<file path="src/core/pfdiv_regs.svh">
// Register indices, field positions, prescaler mode encodings and reset values of the loop dividers
`ifndef PFDIV_REGS_SVH
`define PFDIV_REGS_SVH

// ********************************
// Register indices (byte address = 4 x index)
// ********************************
`define PFDIV_IDX_STATUS      8'h01
`define PFDIV_IDX_A_COUNT     8'h04
`define PFDIV_IDX_B_LOW       8'h05
`define PFDIV_IDX_B_HIGH      8'h06
`define PFDIV_IDX_CNT_RESET   8'h09
`define PFDIV_IDX_PRESCALER   8'h0a
`define PFDIV_IDX_REF_HIGH    8'h0b
`define PFDIV_IDX_REF_LOW     8'h0c
`define PFDIV_IDX_INPUT_SEL   8'h45

// ********************************
// Field positions
// ********************************
`define PFDIV_BIT_SHARED_RST  0
`define PFDIV_BIT_AB_RST      1
`define PFDIV_PRE_MODE_LSB    2
`define PFDIV_PRE_MODE_MSB    4
`define PFDIV_BIT_B_BYPASS    6
`define PFDIV_BIT_INPUT_SEL   0

// ********************************
// Prescaler mode encodings
// ********************************
`define PFDIV_MODE_FIX1       3'h0
`define PFDIV_MODE_FIX2       3'h1
`define PFDIV_MODE_DUAL2      3'h2
`define PFDIV_MODE_DUAL4      3'h3
`define PFDIV_MODE_DUAL8      3'h4
`define PFDIV_MODE_DUAL16     3'h5
`define PFDIV_MODE_DUAL32     3'h6
`define PFDIV_MODE_FIX3       3'h7

// ********************************
// Reset values
// ********************************
`define PFDIV_RST_INPUT_SEL   1'b1
`define PFDIV_RST_REF_DIV     14'h0000
`define PFDIV_RST_B_COUNT     13'h0000
`define PFDIV_RST_A_COUNT     6'h00
`define PFDIV_RST_PRE_MODE    3'h0

`endif

</file>
<file path="src/core/pfdiv_pkg.sv">
// Types shared by the loop divider modules
package pfdiv_pkg;
	typedef logic [13:0] pfdiv_cnt_t;                 // Common counter / modulus width
	typedef enum logic [0:0] {BUS_IDLE, BUS_ACK} pfdiv_bus_state_t;   // Bus answer phases
endpackage

</file>
<file path="src/core/pfdiv_cnt_if.sv">
// Handshake between a divider owner and one edge counter
`timescale 1ns/100ps
interface pfdiv_cnt_if;
	import pfdiv_pkg::*;
	logic       tick;       // One counted input edge
	logic       clear;      // Hold count at zero
	pfdiv_cnt_t modulus;    // Division ratio, 0 and 1 both divide by one
	logic       done;       // Terminal edge of the current period
	modport owner   (output tick, output clear, output modulus, input done);
	modport counter (input tick, input clear, input modulus, output done);
endinterface

</file>
<file path="src/core/pfdiv_top.sv">
// Reference and feedback dividers with input select and Avalon-MM registers
// How it works
// - Feedback divider counts only oscillator input edges
// - Distribution gets auxiliary input unless select cleared
// - Reference divider: 14-bit, ratio 1 to 16383
// - Reference ratio zero divides by one
// - Reference ratio split six high, eight low
// - Divided reference drives first detector input
// - Feedback: 3-bit prescaler, 6-bit A, 13-bit B
// - Prescaler codes select fixed or dual modulus
// - Fixed-divide modes ignore the A counter
// - Bypass bit set forces B of one
// - B resets to zero, software must program
// - Dedicated bit resets only prescaler, A and B
// - Shared bit holds reference, A, B reset
// - Feedback ratio equals P times B plus A
//
// Local design decision: the Avalon-MM register port.
`timescale 1ns/100ps
`include "pfdiv_regs.svh"
module pfdiv_top
	import pfdiv_pkg::*;
(
	input  wire logic        clock,
	input  wire logic        resetn,
	input  wire logic [9:0]  avs_address,
	input  wire logic        avs_read,
	input  wire logic        avs_write,
	input  wire logic [31:0] avs_writedata,
	input  wire logic [3:0]  avs_byteenable,
	output logic      [31:0] avs_readdata,
	output logic             avs_waitrequest,
	input  wire logic        loop_source_input,
	input  wire logic        oscillator_feedback_input,
	input  wire logic        auxiliary_clock_input,
	output logic             ref_pfd_pulse,
	output logic             fb_pfd_pulse,
	output logic             dist_clock_out
);

	// ********************************
	// Declarations
	// ********************************
	pfdiv_bus_state_t bus_state_reg;     // Avalon answer phase
	logic             bus_req;           // Read or write pending
	logic             wr_take;           // Write commits this edge
	logic [7:0]       word_idx;          // Register index from byte address
	logic [7:0]       rd_next;           // Read mux result
	logic             input_sel_reg;     // 1: auxiliary input, 0: oscillator input
	logic [13:0]      ref_div_reg;       // Programmed reference ratio
	logic [2:0]       pre_mode_reg;      // Prescaler mode code
	logic             b_bypass_reg;      // B counter bypass
	logic [5:0]       a_count_reg;       // Programmed A value
	logic [12:0]      b_count_reg;       // Programmed B value
	logic             shared_rst_reg;    // Holds reference, A and B counters
	logic             ab_rst_reg;        // Holds prescaler, A and B counters only
	logic             ref_in_d_reg;      // Previous reference level
	logic             osc_in_d_reg;      // Previous oscillator level
	logic             ref_tick;          // Reference rising edge
	logic             osc_tick;          // Oscillator rising edge
	pfdiv_cnt_t       ref_mod_sh_reg;    // Reference ratio in use
	logic             ref_load_reg;      // First reference period pending
	logic [5:0]       p_sh_reg;          // Prescaler modulus P in use
	logic             dual_sh_reg;       // Dual-modulus mode in use
	logic [5:0]       a_sh_reg;          // A value in use
	pfdiv_cnt_t       b_mod_sh_reg;      // Effective B in use
	logic [5:0]       a_left_reg;        // Remaining P+1 cycles this period
	logic             fb_load_reg;       // First feedback period pending
	logic             fb_clear;          // Feedback chain held in reset
	logic             fb_period_end;     // Feedback divider wraps this edge
	logic [5:0]       p_next;            // Decoded P from mode register
	logic             dual_next;         // Decoded mode kind
	pfdiv_cnt_t       b_mod_next;        // Decoded effective B

	pfdiv_cnt_if ref_cif ();             // Reference divider
	pfdiv_cnt_if pre_cif ();             // Prescaler
	pfdiv_cnt_if b_cif   ();             // B counter

	// ********************************
	// Avalon-MM slave
	// ********************************
	assign bus_req         = avs_read | avs_write;
	assign word_idx        = avs_address[9:2];
	// Wait one cycle so read data can come from a flip-flop
	assign avs_waitrequest = bus_req & (bus_state_reg == BUS_IDLE);
	assign wr_take         = avs_write & avs_byteenable[0] & (bus_state_reg == BUS_ACK);

	// Answer phase: idle, then one acknowledge cycle
	always_ff @(posedge clock or negedge resetn) begin
		if (!resetn) begin
			bus_state_reg <= BUS_IDLE;
		end else begin
			case (bus_state_reg)
				BUS_IDLE: bus_state_reg <= bus_req ? BUS_ACK : BUS_IDLE;
				BUS_ACK:  bus_state_reg <= BUS_IDLE;
				default:  bus_state_reg <= BUS_IDLE;
			endcase
		end
	end

	// Read mux; unmapped indices read zero
	always_comb begin
		rd_next = 8'h00;
		case (word_idx)
			`PFDIV_IDX_STATUS:    rd_next = {3'h0, shared_rst_reg | ab_rst_reg, fb_load_reg,
				ref_load_reg, dual_sh_reg, b_count_reg == 13'h0000};
			`PFDIV_IDX_A_COUNT:   rd_next = {2'h0, a_count_reg};
			`PFDIV_IDX_B_LOW:     rd_next = b_count_reg[7:0];
			`PFDIV_IDX_B_HIGH:    rd_next = {3'h0, b_count_reg[12:8]};
			`PFDIV_IDX_CNT_RESET: rd_next = {6'h00, ab_rst_reg, shared_rst_reg};
			`PFDIV_IDX_PRESCALER: rd_next = {1'b0, b_bypass_reg, 1'b0, pre_mode_reg, 2'h0};
			`PFDIV_IDX_REF_HIGH:  rd_next = {2'h0, ref_div_reg[13:8]};
			`PFDIV_IDX_REF_LOW:   rd_next = ref_div_reg[7:0];
			`PFDIV_IDX_INPUT_SEL: rd_next = {7'h00, input_sel_reg};
			default:              rd_next = 8'h00;
		endcase
	end

	// Read data captured in the waiting cycle, stands in the answer cycle
	always_ff @(posedge clock or negedge resetn) begin
		if (!resetn) begin
			avs_readdata <= 32'h0000_0000;
		end else if (avs_read && bus_state_reg == BUS_IDLE) begin
			avs_readdata <= {24'h00_0000, rd_next};
		end
	end

	// ********************************
	// Configuration registers
	// ********************************
	// Register writes; only the low byte lane is implemented
	always_ff @(posedge clock or negedge resetn) begin
		if (!resetn) begin
			input_sel_reg  <= `PFDIV_RST_INPUT_SEL;
			ref_div_reg    <= `PFDIV_RST_REF_DIV;
			pre_mode_reg   <= `PFDIV_RST_PRE_MODE;
			b_bypass_reg   <= 1'b0;
			a_count_reg    <= `PFDIV_RST_A_COUNT;
			b_count_reg    <= `PFDIV_RST_B_COUNT;
			shared_rst_reg <= 1'b0;
			ab_rst_reg     <= 1'b0;
		end else if (wr_take) begin
			case (word_idx)
				`PFDIV_IDX_A_COUNT:   a_count_reg <= avs_writedata[5:0];
				`PFDIV_IDX_B_LOW:     b_count_reg[7:0] <= avs_writedata[7:0];
				`PFDIV_IDX_B_HIGH:    b_count_reg[12:8] <= avs_writedata[4:0];
				`PFDIV_IDX_CNT_RESET: begin
					shared_rst_reg <= avs_writedata[`PFDIV_BIT_SHARED_RST];
					ab_rst_reg     <= avs_writedata[`PFDIV_BIT_AB_RST];
				end
				`PFDIV_IDX_PRESCALER: begin
					pre_mode_reg <= avs_writedata[`PFDIV_PRE_MODE_MSB:`PFDIV_PRE_MODE_LSB];
					b_bypass_reg <= avs_writedata[`PFDIV_BIT_B_BYPASS];
				end
				`PFDIV_IDX_REF_HIGH:  ref_div_reg[13:8] <= avs_writedata[5:0];
				`PFDIV_IDX_REF_LOW:   ref_div_reg[7:0] <= avs_writedata[7:0];
				`PFDIV_IDX_INPUT_SEL: input_sel_reg <= avs_writedata[`PFDIV_BIT_INPUT_SEL];
				default: ;
			endcase
		end
	end

	// ********************************
	// Input edges and distribution select
	// ********************************
	// Inputs are synchronous, so a one-flop delay finds rising edges
	always_ff @(posedge clock or negedge resetn) begin
		if (!resetn) begin
			ref_in_d_reg <= 1'b0;
			osc_in_d_reg <= 1'b0;
		end else begin
			ref_in_d_reg <= loop_source_input;
			osc_in_d_reg <= oscillator_feedback_input;
		end
	end
	assign ref_tick = loop_source_input & ~ref_in_d_reg;
	assign osc_tick = oscillator_feedback_input & ~osc_in_d_reg;

	// Distribution mux, registered to keep the output free of select glitches
	always_ff @(posedge clock or negedge resetn) begin
		if (!resetn) begin
			dist_clock_out <= 1'b0;
		end else begin
			dist_clock_out <= input_sel_reg ? auxiliary_clock_input : oscillator_feedback_input;
		end
	end

	// ********************************
	// Reference divider
	// ********************************
	assign ref_cif.tick    = ref_tick;
	assign ref_cif.clear   = shared_rst_reg;
	assign ref_cif.modulus = ref_mod_sh_reg;

	// Ratio reloads at reset release, during shared reset or when a period closes, so no short pulse appears
	always_ff @(posedge clock or negedge resetn) begin
		if (!resetn) begin
			ref_mod_sh_reg <= 14'h0001;
			ref_load_reg   <= 1'b1;
		end else if (shared_rst_reg || ref_load_reg || ref_cif.done) begin
			ref_mod_sh_reg <= (ref_div_reg == 14'h0000) ? 14'h0001 : ref_div_reg;
			ref_load_reg   <= shared_rst_reg;
		end
	end

	pfdiv_counter u_ref_div (
		.clock  (clock),
		.resetn (resetn),
		.cif    (ref_cif)
	);

	// ********************************
	// Feedback divider: prescaler, A and B
	// ********************************
	// Decode prescaler code into P and mode kind
	always_comb begin
		p_next    = 6'h01;
		dual_next = 1'b0;
		case (pre_mode_reg)
			`PFDIV_MODE_FIX1:   p_next = 6'h01;
			`PFDIV_MODE_FIX2:   p_next = 6'h02;
			`PFDIV_MODE_DUAL2:  begin p_next = 6'h02; dual_next = 1'b1; end
			`PFDIV_MODE_DUAL4:  begin p_next = 6'h04; dual_next = 1'b1; end
			`PFDIV_MODE_DUAL8:  begin p_next = 6'h08; dual_next = 1'b1; end
			`PFDIV_MODE_DUAL16: begin p_next = 6'h10; dual_next = 1'b1; end
			`PFDIV_MODE_DUAL32: begin p_next = 6'h20; dual_next = 1'b1; end
			`PFDIV_MODE_FIX3:   p_next = 6'h03;
			default:          p_next = 6'h01;
		endcase
	end

	// Bypass forces B of one; software keeps bypass to fixed modes only
	assign b_mod_next = b_bypass_reg ? 14'h0001 : {1'b0, b_count_reg};
	assign fb_clear      = shared_rst_reg | ab_rst_reg;
	assign fb_period_end = b_cif.done;
	// Shadow copies load at reset release, counter reset or period end
	always_ff @(posedge clock or negedge resetn) begin
		if (!resetn) begin
			p_sh_reg     <= 6'h01;
			dual_sh_reg  <= 1'b0;
			a_sh_reg     <= 6'h00;
			b_mod_sh_reg <= 14'h0000;
			fb_load_reg  <= 1'b1;
		end else if (fb_clear || fb_load_reg || fb_period_end) begin
			p_sh_reg     <= p_next;
			dual_sh_reg  <= dual_next;
			a_sh_reg     <= dual_next ? a_count_reg : 6'h00;
			b_mod_sh_reg <= b_mod_next;
			fb_load_reg  <= fb_clear;
		end
	end

	// A tally: P+1 cycles first, then P for the rest of the B period
	always_ff @(posedge clock or negedge resetn) begin
		if (!resetn) begin
			a_left_reg <= 6'h00;
		end else if (fb_clear || fb_load_reg || fb_period_end) begin
			a_left_reg <= dual_next ? a_count_reg : 6'h00;
		end else if (pre_cif.done && a_left_reg != 6'h00) begin
			a_left_reg <= a_left_reg - 6'h01;
		end
	end

	// Prescaler counts oscillator edges only
	assign pre_cif.tick    = osc_tick;
	assign pre_cif.clear   = fb_clear | fb_load_reg;
	assign pre_cif.modulus = {8'h00, p_sh_reg} + {13'h0000, dual_sh_reg && a_left_reg != 6'h00};
	// B counts prescaler periods, giving N = P*B + A oscillator edges
	assign b_cif.tick    = pre_cif.done;
	assign b_cif.clear   = fb_clear | fb_load_reg;
	assign b_cif.modulus = b_mod_sh_reg;

	pfdiv_counter u_prescaler (
		.clock  (clock),
		.resetn (resetn),
		.cif    (pre_cif)
	);
	pfdiv_counter u_b_counter (
		.clock  (clock),
		.resetn (resetn),
		.cif    (b_cif)
	);

	// ********************************
	// Detector strobes
	// ********************************
	// One-cycle pulses toward the phase detector inputs
	always_ff @(posedge clock or negedge resetn) begin
		if (!resetn) begin
			ref_pfd_pulse <= 1'b0;
			fb_pfd_pulse  <= 1'b0;
		end else begin
			ref_pfd_pulse <= ref_cif.done;
			fb_pfd_pulse  <= fb_period_end;
		end
	end

	// ********************************
	// Assertions
	// ********************************
	property p_dist_sel;
		@(posedge clock) disable iff (!resetn)
		1'b1 |=> dist_clock_out == ($past(input_sel_reg) ? $past(auxiliary_clock_input)
			: $past(oscillator_feedback_input));
	endproperty
	a_dist_sel: assert property (p_dist_sel) else $error("distribution select wrong");
	property p_fb_from_osc;
		@(posedge clock) disable iff (!resetn)
		fb_pfd_pulse |-> $past(osc_tick);
	endproperty
	a_fb_from_osc: assert property (p_fb_from_osc) else $error("feedback pulse without osc edge");
	property p_ref_div_one;
		@(posedge clock) disable iff (!resetn)
		(ref_mod_sh_reg == 14'h0001 && ref_tick && !shared_rst_reg) |=> ref_pfd_pulse;
	endproperty
	a_ref_div_one: assert property (p_ref_div_one) else $error("ratio one did not pass edge");
	property p_zero_is_one;
		@(posedge clock) disable iff (!resetn)
		ref_mod_sh_reg != 14'h0000;
	endproperty
	a_zero_is_one: assert property (p_zero_is_one) else $error("reference ratio zero in use");
	property p_ref_low_wr;
		@(posedge clock) disable iff (!resetn)
		(wr_take && word_idx == `PFDIV_IDX_REF_LOW) |=> ref_div_reg[7:0] == $past(avs_writedata[7:0]);
	endproperty
	a_ref_low_wr: assert property (p_ref_low_wr) else $error("reference low byte not stored");
	property p_shared_hold;
		@(posedge clock) disable iff (!resetn)
		shared_rst_reg |=> !ref_pfd_pulse && !fb_pfd_pulse;
	endproperty
	a_shared_hold: assert property (p_shared_hold) else $error("pulse during shared reset");
	property p_ab_hold;
		@(posedge clock) disable iff (!resetn)
		ab_rst_reg |=> !fb_pfd_pulse;
	endproperty
	a_ab_hold: assert property (p_ab_hold) else $error("feedback pulse during A/B reset");
	property p_fixed_no_a;
		@(posedge clock) disable iff (!resetn)
		!dual_sh_reg |-> a_sh_reg == 6'h00 && a_left_reg == 6'h00 && pre_cif.modulus == {8'h00, p_sh_reg};
	endproperty
	a_fixed_no_a: assert property (p_fixed_no_a) else $error("A used in fixed mode");
	property p_bypass_b;
		@(posedge clock) disable iff (!resetn)
		(fb_period_end && b_bypass_reg && !fb_clear) |=> b_mod_sh_reg == 14'h0001;
	endproperty
	a_bypass_b: assert property (p_bypass_b) else $error("bypass did not give B of one");
	property p_shadow_stable;
		@(posedge clock) disable iff (!resetn)
		!(fb_clear || fb_load_reg || fb_period_end) |=> $stable(p_sh_reg) && $stable(b_mod_sh_reg);
	endproperty
	a_shadow_stable: assert property (p_shadow_stable) else $error("ratio changed mid period");
	property p_bus_answer;
		@(posedge clock) disable iff (!resetn)
		avs_waitrequest |=> (bus_req ##0 !avs_waitrequest) or !bus_req;
	endproperty
	a_bus_answer: assert property (p_bus_answer) else $error("bus answer late");

	c_fb_dual: cover property (@(posedge clock) disable iff (!resetn) fb_pfd_pulse && dual_sh_reg);
	c_ref_div: cover property (@(posedge clock) disable iff (!resetn) ref_pfd_pulse && ref_mod_sh_reg > 14'h0001);
	c_bypass:  cover property (@(posedge clock) disable iff (!resetn) fb_pfd_pulse && b_mod_sh_reg == 14'h0001);
	c_wr:      cover property (@(posedge clock) disable iff (!resetn) wr_take);
endmodule // pfdiv_top

</file>
<file path="src/core/pfdiv_counter.sv">
// Generic edge counter that flags every modulus-th tick
`timescale 1ns/100ps
module pfdiv_counter
	import pfdiv_pkg::*;
(
	input  wire logic  clock,
	input  wire logic  resetn,
	pfdiv_cnt_if.counter cif
);
	pfdiv_cnt_t count_reg;   // Ticks seen in this period
	logic       terminal;    // Current tick closes the period

	// Ratio 0 behaves as 1 so a blank setting still passes edges
	assign terminal = (cif.modulus <= 14'h0001) || (count_reg == cif.modulus - 14'h0001);
	assign cif.done = cif.tick & terminal & ~cif.clear;

	// Count ticks, wrap at the terminal tick
	always_ff @(posedge clock or negedge resetn) begin
		if (!resetn) begin
			count_reg <= 14'h0000;
		end else if (cif.clear) begin
			count_reg <= 14'h0000;
		end else if (cif.tick) begin
			count_reg <= terminal ? 14'h0000 : count_reg + 14'h0001;
		end
	end
endmodule // pfdiv_counter

</file>
<file path="config.mk">
export PLATFORM = sky130hd
export DESIGN_NAME = pfdiv_top
export DESIGN_NICKNAME = d
export VERILOG_FILES = /design/src/core/pfdiv_pkg.sv /design/src/core/pfdiv_cnt_if.sv /design/src/core/pfdiv_top.sv /design/src/core/pfdiv_counter.sv
export VERILOG_INCLUDE_DIRS = /design/src /design/src/core
export SDC_FILE = /design/constraint.sdc
export NUM_CORES = 1
export LEC_CHECK = 0
export ABC_CLOCK_PERIOD_IN_PS = 6900
export BUFFER_PORTS_ARGS = -buffer_cell sky130_fd_sc_hd__buf_2
export CAP_MARGIN = 20
export CORE_ASPECT_RATIO = 0.75
export CORE_MARGIN = 5
export CORE_UTILIZATION = 60
export CTS_CLUSTER_SIZE = 16
export DETAILED_ROUTE_END_ITERATION = 6
export PLACE_DENSITY_LB_ADDON = 0.25
export SLEW_MARGIN = 20
export SYNTH_ARGS = -nofsm -noshare
export SYNTH_HDL_FRONTEND = slang
export SYNTH_SLANG_ARGS = --single-unit
</file>
<file path="constraint.sdc">
create_clock -name clock -period 6.9 [get_ports clock]
set_input_delay 0 -clock clock [delete_from_list [all_inputs] [get_ports clock]]
set_output_delay 0 -clock clock [all_outputs]
set_load 0.02 [all_outputs]
</file>
==> run summary <==
In the finished design, the share of the clock period the worst path needs comes to 72.3%. The number of diodes added for antenna fixing is 0. The TritonCTS clock tree is yes.

After detailed routing, the number of remaining DRC violations is 0. In this run, the number of DRC markers left after iteration 0 of detailed routing was 644. The pre-CTS setup slack came out at 1.94 ns. Setup repair after global routing left no endpoint under its margin. The share of synthesized registers carrying an async set or reset came out at 100%. The total power divided by cell area is 296 mW/mm^2. In this run the standard cell core region covers 0.0137 sq mm. The overall power came out at 2.72 mW. The final cell count without fillers is 1082. STA classifies the critical path endpoint as a flip-flop.

The first TritonRoute pass finished after 7 iterations. The max-cap check violation count is 0. The count of final hold-check violations is 0. The multiplexer area fraction after synthesis came out at 9.47%. The filler cells instantiated in the layout total 1059. The cell area that synthesis handed to floorplanning was 0.00837 sq mm. The worst max-slew margin expressed relative to the limit came out at 36.6%. The most used flip-flop cell after synthesis is sky130_fd_sc_hd__dfrtp_1. Along the worst path, the maximum fanout reaches 12.

The worst-case vdd ir drop is 0.193 mV. The cell leakage power came out at 4.34 nW. The clock insertion delay at the later pin of the skew report is 0.44 ns.

The synthesized instance count is 868. The number of buffers and inverters on the critical path is 3. Walking the worst path, the cells encountered are inv_1 -> ha_1 -> inv_1 -> nor3_1 -> inv_1 -> or3_1 -> and2_1 -> ha_1 -> ha_1 -> xnor2_1 -> and3_1 -> o211ai_1 -> mux2i_1 -> o41ai_1 -> nand4_1 -> o21ai_2 -> a21boi_1 -> a2bb2oi_1.

The clock passes through at most 2 buffers. Summing the areas of all compound-gate instances in the mapped netlist gives 15.1% of the synthesized area. The area growth from synthesis to final layout is 10.0%. The post-cts repair resize count is 0.

The run finished with clean final reports. The transition time at the pin with the least slew margin is 0.951 ns. The clock period minus final worst setup slack came out at 4.99 ns. The die covers 0.0164 sq mm. The count of unique library cells instantiated by Yosys is 78. The total congestion overflow after global routing is 0. The number of global-route vias before repair is 6438. The sequential cells in the finished layout cover a total of 0.00346 sq mm. The average via count per standard cell is 6.26. The sum of negative setup slack is 0 ns. The data required time of the critical path is 7.25 ns.

The worst setup path is launched from a flip-flop. The starting density of the core came out at 61.1%. The fraction of final layout cells sized beyond drive strength 1 came out at 17.4%.

The total wirelength of the detailed-routed design is 20200 um. The global-route wire length before repair came out at 33000 um. The number of H-tree levels is 4. The number of failing setup endpoints in the final timing report came out at 0. The total routing resource utilization after global routing is 24.9%. The critical path is of the reg -> reg type.

The detailed-placement wirelength estimate is 14400 um. The chip width came out at 146 um. The type of the tightest min-delay check is in -> reg. The least setup slack across all paths after layout came out at 1.91 ns. The placed cell count is 1036. The simple-gate share of the synthesized area came out at 20.5%.

The boundary pin count came out at 89. The number of buffers inserted to repair setup after CTS is 0. For this run, the share of the core covered by cells in the final layout is 67.2%. By area, the combinational part of the netlist is dominated by simple AND/OR/NAND/NOR gates. The Yosys step of the flow raised 0 warnings. After the last flow step, the layout net total stands at 961.

The critical path's top delay family is compound AO/OA/AOI/OAI gates. The average routed wire per standard cell came out at 18.7 um. The maximum cell stage delay along the critical path came out at 0.57 ns. The arrival time reported for the critical path endpoint is 5.34 ns. The count of clock tree sinks is 138. The cell sitting at the root of the clock tree is a sky130_fd_sc_hd__clkbuf_16. The number of buffers inserted during clock tree synthesis came out at 17. The fraction of the yosys area taken by sequential cells is 41.3%. In this run the vertical extent of the chip is 112 um. The worst-case clock skew came out at 0.0108 ns. The count of port buffers added during placement is 35.

The post-synthesis share of cell area spent on xor and xnor gates is 4.92%. The number of antenna violations at the first check in global routing is 1. The final number of max-transition violations came to 0. The final RePlAce weighted congestion came out at 0.934. The library cell contributing the largest single delay on the critical path is sky130_fd_sc_hd__o41ai_1. The arithmetic-cell share of the synthesized area counting full adders, half adders and majority gates is 1.94%. The number of flops mapped to enable cells by yosys came out at 0.

After synthesis the netlist holds a flip-flop and latch count of 138. In this run the core area contains 37 standard-cell rows. Entering global routing, the biggest net connects 73 pins.

The maximum frequency from static timing analysis came out at 0.200 GHz. The clock-pin slew of the registers on the worst-case setup and hold paths came out at 0.06 ns. In this run the remaining antenna-violating nets after routing total 0. Dividing the synthesized area by the synthesized cell count gives 9.65 sq um. The via count of the routed design came out at 6769.

The area occupied by multi-input gates came out at 0.00446 sq mm.
area by class of cell:
| cell class | instances | area share, % |
|---|---|---|
| Clock buffer | 25 | 5.27 |
| Multi-Input combinational cell | 648 | 48.4 |
| Tap cell | 175 | 2.38 |
| Timing Repair Buffer | 54 | 3.93 |
| Inverter | 36 | 1.47 |
| Sequential cell | 138 | 37.6 |
| Clock inverter | 6 | 0.964 |
synthesized netlist by cell type, drive strengths merged (14+ instances only):
cell / count / area, sq um
dfrtp: 133 / 3330
o21ai: 47 / 243
and3: 24 / 150
nor3b: 19 / 183
xor2: 18 / 158
mux2: 58 / 653
nand4: 16 / 100
inv: 36 / 135
nor4: 14 / 87.6
xnor2: 29 / 254
nand2b: 20 / 125
buf: 40 / 315
nand3: 33 / 165
a21oi: 27 / 135
mux2i: 14 / 140
nor2: 40 / 150
o22ai: 20 / 131
a21o: 24 / 180
nor3: 30 / 160
clkbuf: 29 / 110
nand2: 61 / 229
placed cells by master (no fill, tap or decap), types with 19 or more instances in the layout:
cell                       synthesis  final
sky130_fd_sc_hd__nand2_1          61     61
sky130_fd_sc_hd__nand2b_1         20     20
sky130_fd_sc_hd__xnor2_1          29     29
sky130_fd_sc_hd__o21ai_0          44     44
sky130_fd_sc_hd__nor3_1           28     28
sky130_fd_sc_hd__conb_1            1     24
sky130_fd_sc_hd__a21o_1           24     24
sky130_fd_sc_hd__dfrtp_1         133    133
sky130_fd_sc_hd__and3_1           24     24
sky130_fd_sc_hd__nor2_1           40     40
sky130_fd_sc_hd__inv_1            36     36
sky130_fd_sc_hd__mux2_2           58     58
sky130_fd_sc_hd__a21oi_1          27     26
sky130_fd_sc_hd__o22ai_1          19     19
sky130_fd_sc_hd__nand3_1          33     33
sky130_fd_sc_hd__buf_2             6     34
stage by stage:
stage                     instance area [sq um]  hold slack (ns)
after floorplan                            8460           -0.296
after global placement                     8470           0.0477
after detailed placement                   8480           0.0589
after CTS                                  9200          0.00885
after global routing                       9210           0.0383
final                                      9210           0.0179
power by group:
group | total, mW | leakage (nW) | switching (mW) | internal, mW
combinational | 0.855 | 2.20 | 0.511 | 0.345
sequential | 0.967 | 1.87 | 0.0886 | 0.878
clock | 0.902 | 0.274 | 0.343 | 0.558
total | 2.72 | 4.34 | 0.943 | 1.78
routing by layer:
layer  share of wire [%]  global-route usage [%]  wire length [um]
met1                  48                    37.9              9640
met2                  42                    35.0              8540
met3                 8.1                    5.89              1640
met4                 2.0                    8.27               401
met5               0.064                       0                13
cells by family (layout without fill, tap and decap cells):
| logic type | after synthesis | in the layout |
|---|---|---|
| AOI/OAI and AO/OA | 184 | 184 |
| xor gates and xnor gates | 47 | 47 |
| adders and majority gates | 13 | 13 |
| buffers and inverters | 105 | 121 |
| DFF | 138 | 138 |
| muxes | 72 | 72 |
| other | 1 | 24 |
| and+or+nand+nor | 308 | 308 |
worst reg2reg max path: stages, from the launching register on:
cell	delay, ns
sky130_fd_sc_hd__dfrtp_1	0.39
sky130_fd_sc_hd__inv_1	0.10
sky130_fd_sc_hd__ha_1	0.17
sky130_fd_sc_hd__inv_1	0.05
sky130_fd_sc_hd__nor3_1	0.18
sky130_fd_sc_hd__inv_1	0.08
sky130_fd_sc_hd__or3_1	0.36
sky130_fd_sc_hd__and2_1	0.21
sky130_fd_sc_hd__ha_1	0.19
sky130_fd_sc_hd__ha_1	0.26
sky130_fd_sc_hd__xnor2_1	0.36
sky130_fd_sc_hd__and3_1	0.35
sky130_fd_sc_hd__o211ai_1	0.16
sky130_fd_sc_hd__mux2i_1	0.16
sky130_fd_sc_hd__o41ai_1	0.57
sky130_fd_sc_hd__nand4_1	0.37
sky130_fd_sc_hd__o21ai_2	0.52
sky130_fd_sc_hd__a21boi_1	0.26
sky130_fd_sc_hd__a2bb2oi_1	0.17
worst paths after layout:
| path | slack [ns] | depth (start not counted) | to | start |
|---|---|---|---|---|
| max | 1.91 | 18 | a_left_reg[5] | a_left_reg[0] |
| min | 0.02 | 4 | input_sel_reg | avs_address[8] |
| max reg2reg | 1.91 | 18 | a_left_reg[5] | a_left_reg[0] |
| min reg2reg | 0.49 | 1 | avs_readdata[3] | avs_readdata[3] |
| max in group asynchronous | 5.44 | 3 | u_prescaler.count_reg[11] | resetn |
| min in group asynchronous | 0.14 | 2 | u_b_counter.count_reg[5] | resetn |
repair_timing:
action	CTS	global route
hold buffers	15	0
endpoints found under the hold margin	116	0
endpoints found under the setup margin	0	0
No activity file was read; power rests on OpenSTA's default activity.
